`config.mk`:
```
export PLATFORM = sky130hd
export DESIGN_NAME = dac_compare
export DESIGN_NICKNAME = d
export VERILOG_FILES = /design/src/dac_pkg.sv /design/src/dac_addr_match.sv /design/src/dac_compare.sv
export SDC_FILE = /design/constraint.sdc
export NUM_CORES = 1
export LEC_CHECK = 0
export ABC_AREA = 1
export CAP_MARGIN = 20
export CORE_ASPECT_RATIO = 0.8
export CORE_MARGIN = 10
export CORE_UTILIZATION = 50
export DETAILED_ROUTE_END_ITERATION = 16
export DONT_BUFFER_PORTS = 1
export GPL_TIMING_DRIVEN = 1
export PLACE_DENSITY = 0.69
export SETUP_SLACK_MARGIN = 0.15
export SLEW_MARGIN = 15
export SYNTH_ARGS = -nofsm -noshare
export SYNTH_HDL_FRONTEND = slang
export SYNTH_SLANG_ARGS = --single-unit
```
`constraint.sdc`:
```
create_clock -name i_core_clk -period 5.2 [get_ports i_core_clk]
set_input_delay 0 -clock i_core_clk [delete_from_list [all_inputs] [get_ports i_core_clk]]
set_output_delay 0 -clock i_core_clk [all_outputs]
set_load 0.01 [all_outputs]
```
`src/dac_pkg.sv`:
```
// dac_pkg: constants shared by the data address compare debug block
// assumes a 32-bit AHB-Lite register bus and little-endian bit numbering (lsb = 0) in the field descriptions
package dac_pkg;

	// ==========================================================
	// register byte offsets
	localparam logic [7:0] DAC_OFS_CMP_A = 8'h00;
	localparam logic [7:0] DAC_OFS_CMP_B = 8'h04;
	localparam logic [7:0] DAC_OFS_CTRL = 8'h08;
	localparam logic [7:0] DAC_OFS_STATUS = 8'h0C;
	localparam logic [7:0] DAC_OFS_RET = 8'h10;
	localparam logic [7:0] DAC_OFS_MASK = 8'h14;

	// ==========================================================
	// control register fields (bit positions, lsb = 0)
	localparam int DAC_CTL_RD_A = 0;
	localparam int DAC_CTL_WR_A = 1;
	localparam int DAC_CTL_RD_B = 2;
	localparam int DAC_CTL_WR_B = 3;
	localparam int DAC_CTL_GRAN_A = 4;
	localparam int DAC_CTL_GRAN_B = 6;
	localparam int DAC_CTL_RANGE = 8;
	localparam int DAC_CTL_POL = 9;
	localparam int DAC_CTL_VCMP_A = 10;
	localparam int DAC_CTL_VCMP_B = 11;
	localparam int DAC_CTL_DBGIE = 12;
	localparam int DAC_CTL_WIDTH = 13;

	// ==========================================================
	// status register fields
	localparam int DAC_ST_RD_A = 0;
	localparam int DAC_ST_WR_A = 1;
	localparam int DAC_ST_RD_B = 2;
	localparam int DAC_ST_WR_B = 3;
	localparam int DAC_ST_WIDTH = 4;

	// ==========================================================
	// reset values
	localparam logic [31:0] DAC_RST_CMP = 32'h0000_0000;
	localparam logic [DAC_CTL_WIDTH-1:0] DAC_RST_CTRL = 13'h0000;
	localparam logic [DAC_ST_WIDTH-1:0] DAC_RST_STATUS = 4'h0;

	// granularity codes
	typedef enum logic [1:0] {
		DAC_GRAN_BYTE = 2'b00,
		DAC_GRAN_HALF = 2'b01,
		DAC_GRAN_WORD = 2'b10,
		DAC_GRAN_LINE = 2'b11
	} dac_gran_t;

	// address masks, ones where a bit takes part
	localparam logic [31:0] DAC_MASK_BYTE = 32'hFFFF_FFFF;
	localparam logic [31:0] DAC_MASK_HALF = 32'hFFFF_FFFE;
	localparam logic [31:0] DAC_MASK_WORD = 32'hFFFF_FFFC;
	localparam logic [31:0] DAC_MASK_LINE = 32'hFFFF_FFE0;

	// AHB-Lite encodings
	localparam logic [1:0] DAC_HTRANS_NONSEQ = 2'b10;
	localparam logic [2:0] DAC_HSIZE_WORD = 3'b010;

endpackage

```
`src/dac_addr_match.sv`:
```
// dac_addr_match: two exact compares and one range evaluation of one effective address
// assumes purely combinational use inside the comparator top
`timescale 1ns/10ps
module dac_addr_match
	import dac_pkg::*;
(
	input wire logic [31:0] i_addr,
	input wire logic [31:0] i_cmp_a,
	input wire logic [31:0] i_cmp_b,
	input wire logic [1:0] i_gran_a,
	input wire logic [1:0] i_gran_b,
	input wire logic i_polarity,
	output logic o_exact_a,
	output logic o_exact_b,
	output logic o_range
);

	// granularity code to compare mask
	function automatic logic [31:0] gran_mask(input logic [1:0] code);
		logic [31:0] m;
		m = DAC_MASK_BYTE;
		unique case (dac_gran_t'(code))
			DAC_GRAN_BYTE: m = DAC_MASK_BYTE;
			DAC_GRAN_HALF: m = DAC_MASK_HALF;
			DAC_GRAN_WORD: m = DAC_MASK_WORD;
			DAC_GRAN_LINE: m = DAC_MASK_LINE;
		endcase
		return m;
	endfunction

	// ==========================================================
	// exact compares, mask applied to both sides
	wire logic [31:0] mask_a = gran_mask(i_gran_a);
	wire logic [31:0] mask_b = gran_mask(i_gran_b);
	assign o_exact_a = (i_addr & mask_a) == (i_cmp_a & mask_a);
	assign o_exact_b = (i_addr & mask_b) == (i_cmp_b & mask_b);

	// ==========================================================
	// range: full addresses, granularity ignored
	wire logic in_window = (i_addr >= i_cmp_a) && (i_addr < i_cmp_b);
	assign o_range = i_polarity ? !in_window : in_window;

endmodule

```
`src/dac_compare.sv`:
```
// dac_compare: data address compare debug unit with AHB-Lite registers
// assumes the load/store pipeline presents one effective address per cycle
// and drives multi-address accesses as a series of beats
`timescale 1ns/10ps
module dac_compare
	import dac_pkg::*;
(
	input wire logic i_core_clk,
	input wire logic i_rst,
	// load/store pipeline side
	input wire logic i_acc_valid,
	input wire logic i_acc_write,
	input wire logic [31:0] i_acc_addr,
	input wire logic [31:0] i_acc_inst_addr,
	// AHB-Lite slave
	input wire logic i_hsel,
	input wire logic [31:0] i_haddr,
	input wire logic [1:0] i_htrans,
	input wire logic i_hwrite,
	input wire logic [2:0] i_hsize,
	input wire logic [31:0] i_hwdata,
	input wire logic i_hready,
	output logic [31:0] o_hrdata,
	output logic o_hreadyout,
	output logic o_hresp,
	// debug outputs
	output logic o_dbg_event,
	output logic o_irq
);

	// ==========================================================
	// registers
	logic [31:0] cmp_a_q;
	logic [31:0] cmp_b_q;
	logic [DAC_CTL_WIDTH-1:0] ctrl_q;
	logic [DAC_ST_WIDTH-1:0] status_q;
	logic [DAC_ST_WIDTH-1:0] status_d;
	logic [DAC_ST_WIDTH-1:0] mask_q;
	logic [31:0] ret_q;
	logic event_q;
	logic [31:0] hrdata_q;
	// bus data phase bookkeeping
	logic wr_pend_q;
	logic [7:0] wr_ofs_q;

	// ==========================================================
	// control field decode
	wire logic rd_en_a = ctrl_q[DAC_CTL_RD_A];
	wire logic wr_en_a = ctrl_q[DAC_CTL_WR_A];
	wire logic rd_en_b = ctrl_q[DAC_CTL_RD_B];
	wire logic wr_en_b = ctrl_q[DAC_CTL_WR_B];
	wire logic [1:0] gran_a = ctrl_q[DAC_CTL_GRAN_A +: 2];
	wire logic [1:0] gran_b = ctrl_q[DAC_CTL_GRAN_B +: 2];
	wire logic range_mode = ctrl_q[DAC_CTL_RANGE];
	wire logic range_pol = ctrl_q[DAC_CTL_POL];
	wire logic vcmp_a = ctrl_q[DAC_CTL_VCMP_A];
	wire logic vcmp_b = ctrl_q[DAC_CTL_VCMP_B];
	wire logic dbg_ie = ctrl_q[DAC_CTL_DBGIE];

	// ==========================================================
	// address evaluation, one beat per cycle
	logic exact_a;
	logic exact_b;
	logic range_hit;

	dac_addr_match u_match (
		.i_addr(i_acc_addr),
		.i_cmp_a(cmp_a_q),
		.i_cmp_b(cmp_b_q),
		.i_gran_a(gran_a),
		.i_gran_b(gran_b),
		.i_polarity(range_pol),
		.o_exact_a(exact_a),
		.o_exact_b(exact_b),
		.o_range(range_hit)
	);

	// per register address hit; range mode replaces exact mode
	wire logic addr_hit_a = range_mode ? range_hit : exact_a;
	wire logic addr_hit_b = range_mode ? range_hit : exact_b;
	// value compare enable blocks the address hit of its register; no data value stage follows
	wire logic ev_ok_a = addr_hit_a && !vcmp_a;
	wire logic ev_ok_b = addr_hit_b && !vcmp_b;
	// every valid beat is checked, so multi-address accesses need no extra state
	wire logic is_rd = i_acc_valid && !i_acc_write;
	wire logic is_wr = i_acc_valid && i_acc_write;

	// hit vector in status layout; range mode sets the enabled bits of a direction for each register whose value compare is off
	wire logic [DAC_ST_WIDTH-1:0] hits = {
		is_wr && wr_en_b && ev_ok_b,
		is_rd && rd_en_b && ev_ok_b,
		is_wr && wr_en_a && ev_ok_a,
		is_rd && rd_en_a && ev_ok_a
	};
	wire logic any_hit = |hits;

	// ==========================================================
	// AHB-Lite decode; zero wait states, always OKAY
	wire logic bus_take = i_hsel && i_hready && i_htrans[1];
	wire logic bus_rd = bus_take && !i_hwrite;
	wire logic bus_wr = bus_take && i_hwrite;
	wire logic [7:0] bus_ofs = i_haddr[7:0];
	wire logic st_read = bus_rd && (bus_ofs == DAC_OFS_STATUS);

	// read mux, unmapped reads as zero
	wire logic [31:0] rd_mux =
		(bus_ofs == DAC_OFS_CMP_A) ? cmp_a_q :
		(bus_ofs == DAC_OFS_CMP_B) ? cmp_b_q :
		(bus_ofs == DAC_OFS_CTRL) ? {19'h00000, ctrl_q} :
		(bus_ofs == DAC_OFS_STATUS) ? {28'h0000000, status_q} :
		(bus_ofs == DAC_OFS_RET) ? ret_q :
		(bus_ofs == DAC_OFS_MASK) ? {28'h0000000, mask_q} :
		32'h0000_0000;

	// status: read clears, a new hit in the same cycle wins; no other clearing
	assign status_d = (st_read ? DAC_RST_STATUS : status_q) | hits;

	assign o_hrdata = hrdata_q;
	assign o_hreadyout = 1'b1;
	assign o_hresp = 1'b0;
	assign o_dbg_event = event_q;
	assign o_irq = |(status_q & mask_q);

	// ==========================================================
	// address phase capture for writes, read data into flop
	always_ff @(posedge i_core_clk or posedge i_rst) begin
		if (i_rst) begin
			wr_pend_q <= 1'b0;
			wr_ofs_q <= 8'h00;
			hrdata_q <= 32'h0000_0000;
		end else begin
			wr_pend_q <= bus_wr;
			wr_ofs_q <= bus_ofs;
			hrdata_q <= bus_rd ? rd_mux : hrdata_q;
		end
	end

	// software writable registers, written in the data phase
	always_ff @(posedge i_core_clk or posedge i_rst) begin
		if (i_rst) begin
			cmp_a_q <= DAC_RST_CMP;
			cmp_b_q <= DAC_RST_CMP;
			ctrl_q <= DAC_RST_CTRL;
			mask_q <= DAC_RST_STATUS;
		end else if (wr_pend_q) begin
			if (wr_ofs_q == DAC_OFS_CMP_A) cmp_a_q <= i_hwdata;
			if (wr_ofs_q == DAC_OFS_CMP_B) cmp_b_q <= i_hwdata;
			if (wr_ofs_q == DAC_OFS_CTRL) ctrl_q <= i_hwdata[DAC_CTL_WIDTH-1:0];
			if (wr_ofs_q == DAC_OFS_MASK) mask_q <= i_hwdata[DAC_ST_WIDTH-1:0];
		end
	end

	// sticky status, event pulse and return address capture
	always_ff @(posedge i_core_clk or posedge i_rst) begin
		if (i_rst) begin
			status_q <= DAC_RST_STATUS;
			event_q <= 1'b0;
			ret_q <= 32'h0000_0000;
		end else begin
			status_q <= status_d;
			event_q <= any_hit;
			if (any_hit && dbg_ie) ret_q <= i_acc_inst_addr;
		end
	end
endmodule

```
[After elaboration in Yosys (flattened, before gate mapping)]
Index checks and enable logic that the tools add are counted.
Storage, ports and cells
  output and inout bits: 36
  flip-flop bits (word level): 159
Operators by class
  magnitude comparators: 2
  muxes and demuxes: 12
  bitwise gates (word level): 6
  reductions and logical operators: 34
  eq/ne operators: 16
Operator list (number)
  32-bit one-hot mux with 4 select lines: 2
  32-bit 2-to-1 mux: 5
  32-bit bitwise AND: 4
  32-bit equality test: 2
  32-bit greater-or-equal comparator: 1
  32-bit less-than comparator: 1
  8-bit by 4-bit equality test with 1-bit output, second input constant: 3
  8-bit by 5-bit equality test with 1-bit output, second input constant: 3
  1-bit logical AND: 19
  8-bit by 3-bit equality test with 1-bit output, second input constant: 2
  8-bit logical NOT: 2
  2-bit equality test, second input constant: 4
  4-bit 2-to-1 mux: 2
  2-bit AND reduction: 4
  4-bit OR reduction: 2
  1-bit logical NOT: 5
  4-bit bitwise AND: 1
  2-bit by 1-bit equality test with 1-bit output, second input constant: 2
  2-bit logical NOT: 2
  4-bit OR: 1
  1-bit 2-to-1 mux: 3

[Depth between registers and ports, before layout]
  depth after elaboration: 9
  mapped depth: 22
  depth with buffers taken out: 21

[By module]
A second synthesis with hierarchy kept.
Second synthesis, totals
  cells, all modules: 1163
  area total of the unflattened synthesis: 9165.0 um^2
By module, submodules not included
  dac_compare: instances 1, cells each 833, area an instance 7208.2 um^2
  dac_addr_match: instances 1, cells each 330, area an instance 1956.9 um^2

[Worst setup path before layout]
Ideal clock, no wire load.
  kind: flip-flop to flip-flop
  from: register cmp_a_q[31]
  to: register ret_q[0]
  cell stages (with the launch flop): 17
  data arrival time: 2029 ps
  setup time: 117 ps
  path slack: 3054 ps
  buffers on the path: 1
  required time: 5083 ps
  path through: dfrtp_1 > inv_1 > ha_1 > nand2_1 > nor2_2 > nand4_2 > nor4_4 > nand2_1 > nand2_2 > nand3_2 > nand3_4 > o211ai_2 > nand2_4 > nand2_8 > buf_12 > nand2_2 > nand2_1
On the way
  word-level cells in the longest chain between the ends: 9
  elaborated cells on any way between the ends: 16
  those cells by class: order compare: 1; eq/ne: 1; mux: 3; bitwise: 1; reduce/logical: 10
Ends and longest elaborated chain
  start, declared: line dac_compare.sv:33  | logic [31:0] cmp_a_q;
  start signal, assigned: line dac_compare.sv:146  | if (wr_ofs_q == DAC_OFS_CMP_A) cmp_a_q <= i_hwdata;
  32-bit greater-or-equal comparator: line dac_addr_match.sv:40  | wire logic in_window = (i_addr >= i_cmp_a) && (i_addr < i_cmp_b);
  1-bit logical AND: line dac_addr_match.sv:40
  1-bit logical NOT: line dac_addr_match.sv:41  | assign o_range = i_polarity ? !in_window : in_window;
  1-bit 2-to-1 mux: line dac_addr_match.sv:41
  1-bit 2-to-1 mux (on tied branches): line dac_compare.sv:79, dac_compare.sv:80
  1-bit logical AND (on tied branches): line dac_compare.sv:82, dac_compare.sv:83
  1-bit logical AND (on tied branches)
  4-bit OR reduction (*): line dac_compare.sv:95  | wire logic any_hit = |hits;
  1-bit logical AND (*): line dac_compare.sv:162  | if (any_hit && dbg_ie) ret_q <= i_acc_inst_addr;
  end signal, assigned: line dac_compare.sv:162
  end, declared: line dac_compare.sv:39  | logic [31:0] ret_q;
Mark *: on every way between the ends. The rest lies on a longest branch, timed or not.
A chain may end at the register's enable or synchronous reset.

[Final worst setup path]
  from: register cmp_a_q[15]
  to: register ret_q[30]
The elaborated chain is that of the path after synthesis.

==> metrics.cfg <==
[outcome]
run_status=completed

[finish]
area_occupied_by_multi_input_gates_mm2=0.00391
layout.area.seq_mm2=0.00398
area_delta_synth_final_pct=17.8
fin_util_pct=60.7
fin_nets=1292
post_route_cells_drive_above_1_share_pct=8.62
layout.filler_cells=1454
antenna-diode-count=0

[clock_network]
htree_levels=4
post-cts-setup-buffer-count=0
cts_root_buf=sky130_fd_sc_hd__clkbuf_16
cts_repair_resize_count=0
cts_tree=done
cts_max_path_buffers=2
clk_pin_slew_ns=0.06
clk_latency_ns=0.44
numCtsBuffers=17
clock_sinks=159

[worst_setup_path]
worst_setup_path_end_kind=flip-flop
timing.critical_path.slowest_cell_delay_ns=0.51
critPathLaunch=cmp_a_q[15]
regToRegStartpoint=cmp_a_q[15]
worst_setup_path_end=ret_q[30]
crit_path_max_fanout=34
r2r.worst_path.cells=13
timing.critical_path.slowest_stage_cell=sky130_fd_sc_hd__nor4b_1
crit_path_frequent_cell=sky130_fd_sc_hd__nand2_1
path_cells=inv_1 > ha_1 > nand2_1 > inv_1 > nand3_1 > nor4b_1 > nand3_1 > a21oi_2 > o211ai_2 > nand2_4 > nand2_8 > nand2_1 > nand2_1
arrival_ns=3.40
criticalPathCategory=reg -> reg
required_ns=5.52
worst-r2r-setup-slack_ns=2.12
start_kind=flip-flop
r2r_endpoint=ret_q[30]

[sta]
setup_viol_count_final=0
finalCritPeriodShare_pct=59.2
timing.final.hold_violations=0
period_minus_slack_ns=3.08
layout_setup_ws_ns=2.12
fin_tns_setup_ns=0
achievable-frequency_mhz=325
slew_headroom_pct=28.2
rsz0062_at_grt=no
actual_slew_at_the_worst_max_slew_pin_ns=1.08
drv_slew=0
fin_worst_skew_ns=0.0111

[power]
cellLeakagePower_nw=5.64
power.density_mw_per_mm2=288
report.power.total_w=0.00293
irDropWorstVdd_mv=0.211

[placed_design]
dp.final_hpwl_um=17000
finalWeightedCongestion=0.862
port_buffers=0
dp_worst_setup_slack_ns=2.13

[yosys]
postSynth.asyncResetShare_pct=100
cell_area_after_synthesis_mm2=0.00865
synthesis.nets=1227
netlist-cell-type-count=44
synth_seq_area_share_pct=46.0
syn-instance-count=1024
netlist.area_leader.share_pct=46.0
netlist.top_cell.by_area=sky130_fd_sc_hd__dfrtp_1
avgSynthCellArea_um2=8.44
yosysWarnings=0
yosys_most_used_dff=sky130_fd_sc_hd__dfrtp_1
ff_latch_count_synth=159
post_synth_main_area_contributors=sky130_fd_sc_hd__dfrtp_1, sky130_fd_sc_hd__nand2_1, sky130_fd_sc_hd__ha_1, sky130_fd_sc_hd__o21ai_0, sky130_fd_sc_hd__inv_1
synth_enable_flop_cells=0

[floorplanning]
core_area_mm2=0.0168
dieArea_mm2=0.0230
design.portCount=176
num_rows=42
starting_density_pct=51.6
die_h_um=138
die_x_um=167

[route]
totalWireLength_um=24800
ant_nets=0
detailedRoute.firstPassIterationCount=7
dr.first_iter.drc_count=635
via_per_inst=5.43
routed-via-count=7183
routed_wire_length_per_instance_um=18.7
detail_route.drc_violations=0

[grt]
first_global_vias=7209
grt_antenna_before_repair=0
global_route_wire_length_before_repair_um=39300
grt_start_max_net_pins=103
track_usage_pct=21.4
overflow=0

[worst_hold_path]
min-delay-path-class=in -> reg
min_path_cells=3
hold_path.startpoint=i_haddr[2]

[job]
maxCapViolCount=0

per-layer routing:
layer	share of wire, %	wire, µm	GRT usage (%)
met5	0	0	0
met4	1.4	348	5.94
met3	8.7	2150	6.04
met2	45	11200	33.7
met1	45	11100	28.5
state kept, by name, summed over array words and instances, names as in the netlist:
name         flops
cmp_b_q         32
ctrl_q          13
o_hrdata        32
cmp_a_q         32
status_q         4
mask_q           4
ret_q           32
wr_ofs_q         8
wr_pend_q        1
o_dbg_event      1
worst min path at each step:
stage	endpoint
floorplan	wr_ofs_q[0]
global placement	wr_ofs_q[0]
detailed placement	wr_ofs_q[0]
CTS	status_q[1]
global route	o_hrdata[30]
finish	o_hrdata[30]
synthesized netlist by cell type (all sizes together) (5+ instances only):
cell    instances
o21ai         129
nor2           55
a41oi           5
dfrtp         159
a221oi         23
nand2         249
a21oi          44
nand3          53
nor3           14
ha             63
inv           144
clkbuf         28
nand4          15
buf            13
timing repair:
action / in CTS / in global routing
hold endpoints to repair: 232 / 0
hold buffers: 78 / 0
setup endpoints to repair: 0 / 0
layout make-up:
class                   count  area share (%)
repair buffers             87            8.44
multi-input cells         680            38.4
clock inverters            11            1.52
clock buffers              21            4.52
well taps                 220            2.70
flip-flops and latches    159            39.1
inverters                 144            5.36
report_power, final:
part	internal, W	switching, W	total (W)
Clock	0.000787	0.000541	0.00133
Sequential	0.00131	0.0000606	0.00137
Combinational	0.000106	0.000130	0.000235
Total	0.00220	0.000731	0.00293
cell usage in the layout (no fill, tap or decap), types with 4 or more instances in the layout:
master,synthesis,layout
sky130_fd_sc_hd__nand2_1,214,214
sky130_fd_sc_hd__dfrtp_1,159,159
sky130_fd_sc_hd__inv_1,142,140
sky130_fd_sc_hd__o21ai_0,113,113
sky130_fd_sc_hd__dlygate4sd3_1,0,78
sky130_fd_sc_hd__ha_1,63,63
sky130_fd_sc_hd__nor2_1,53,53
sky130_fd_sc_hd__nand3_1,49,48
sky130_fd_sc_hd__a21oi_1,41,41
sky130_fd_sc_hd__nand2_2,33,33
sky130_fd_sc_hd__a221oi_1,23,23
sky130_fd_sc_hd__clkbuf_16,0,17
sky130_fd_sc_hd__o21ai_1,16,16
sky130_fd_sc_hd__nor3_1,14,14
sky130_fd_sc_hd__nand4_1,14,14
sky130_fd_sc_hd__buf_4,4,7
sky130_fd_sc_hd__a41oi_1,5,5
sky130_fd_sc_hd__xor2_1,4,4
sky130_fd_sc_hd__nand3_2,3,4
sky130_fd_sc_hd__o21a_1,4,4
sky130_fd_sc_hd__xnor2_1,4,4
sky130_fd_sc_hd__inv_6,0,4
sky130_fd_sc_hd__clkinvlp_4,0,4
cells by family after synthesis:
logic type                 share of synthesized area, %
AOI/OAI and AO/OA                                  14.2
xor gates and xnor gates                          0.810
adders and majority gates                          9.12
buffers and inverters                              8.93
DFF                                                46.0
other                                            0.0869
and+or+nand+nor                                    20.8
metrics by stage:
step	hold slack [ns]	area, µm²	cells
3_3_place_gp	0.0316	8760	1210
5_1_grt	0.0730	10200	1322
6_report	0.0144	10200	1322
4_1_cts	0.0118	10200	1320
2_1_floorplan	0.0314	8650	1024
3_5_place_dp	0.0316	8760	1210
worst max-delay path, delay by kind of cell (launching register included):
| family | cells | cell delay (ns) |
|---|---|---|
| AOI/OAI and AO/OA | 2 | 0.42 |
| adders and majority gates | 1 | 0.28 |
| DFF | 1 | 0.37 |
| and+or+nand+nor | 8 | 1.78 |
| buffers and inverters | 2 | 0.10 |
Note: power is estimated with default switching activity, not from simulation.
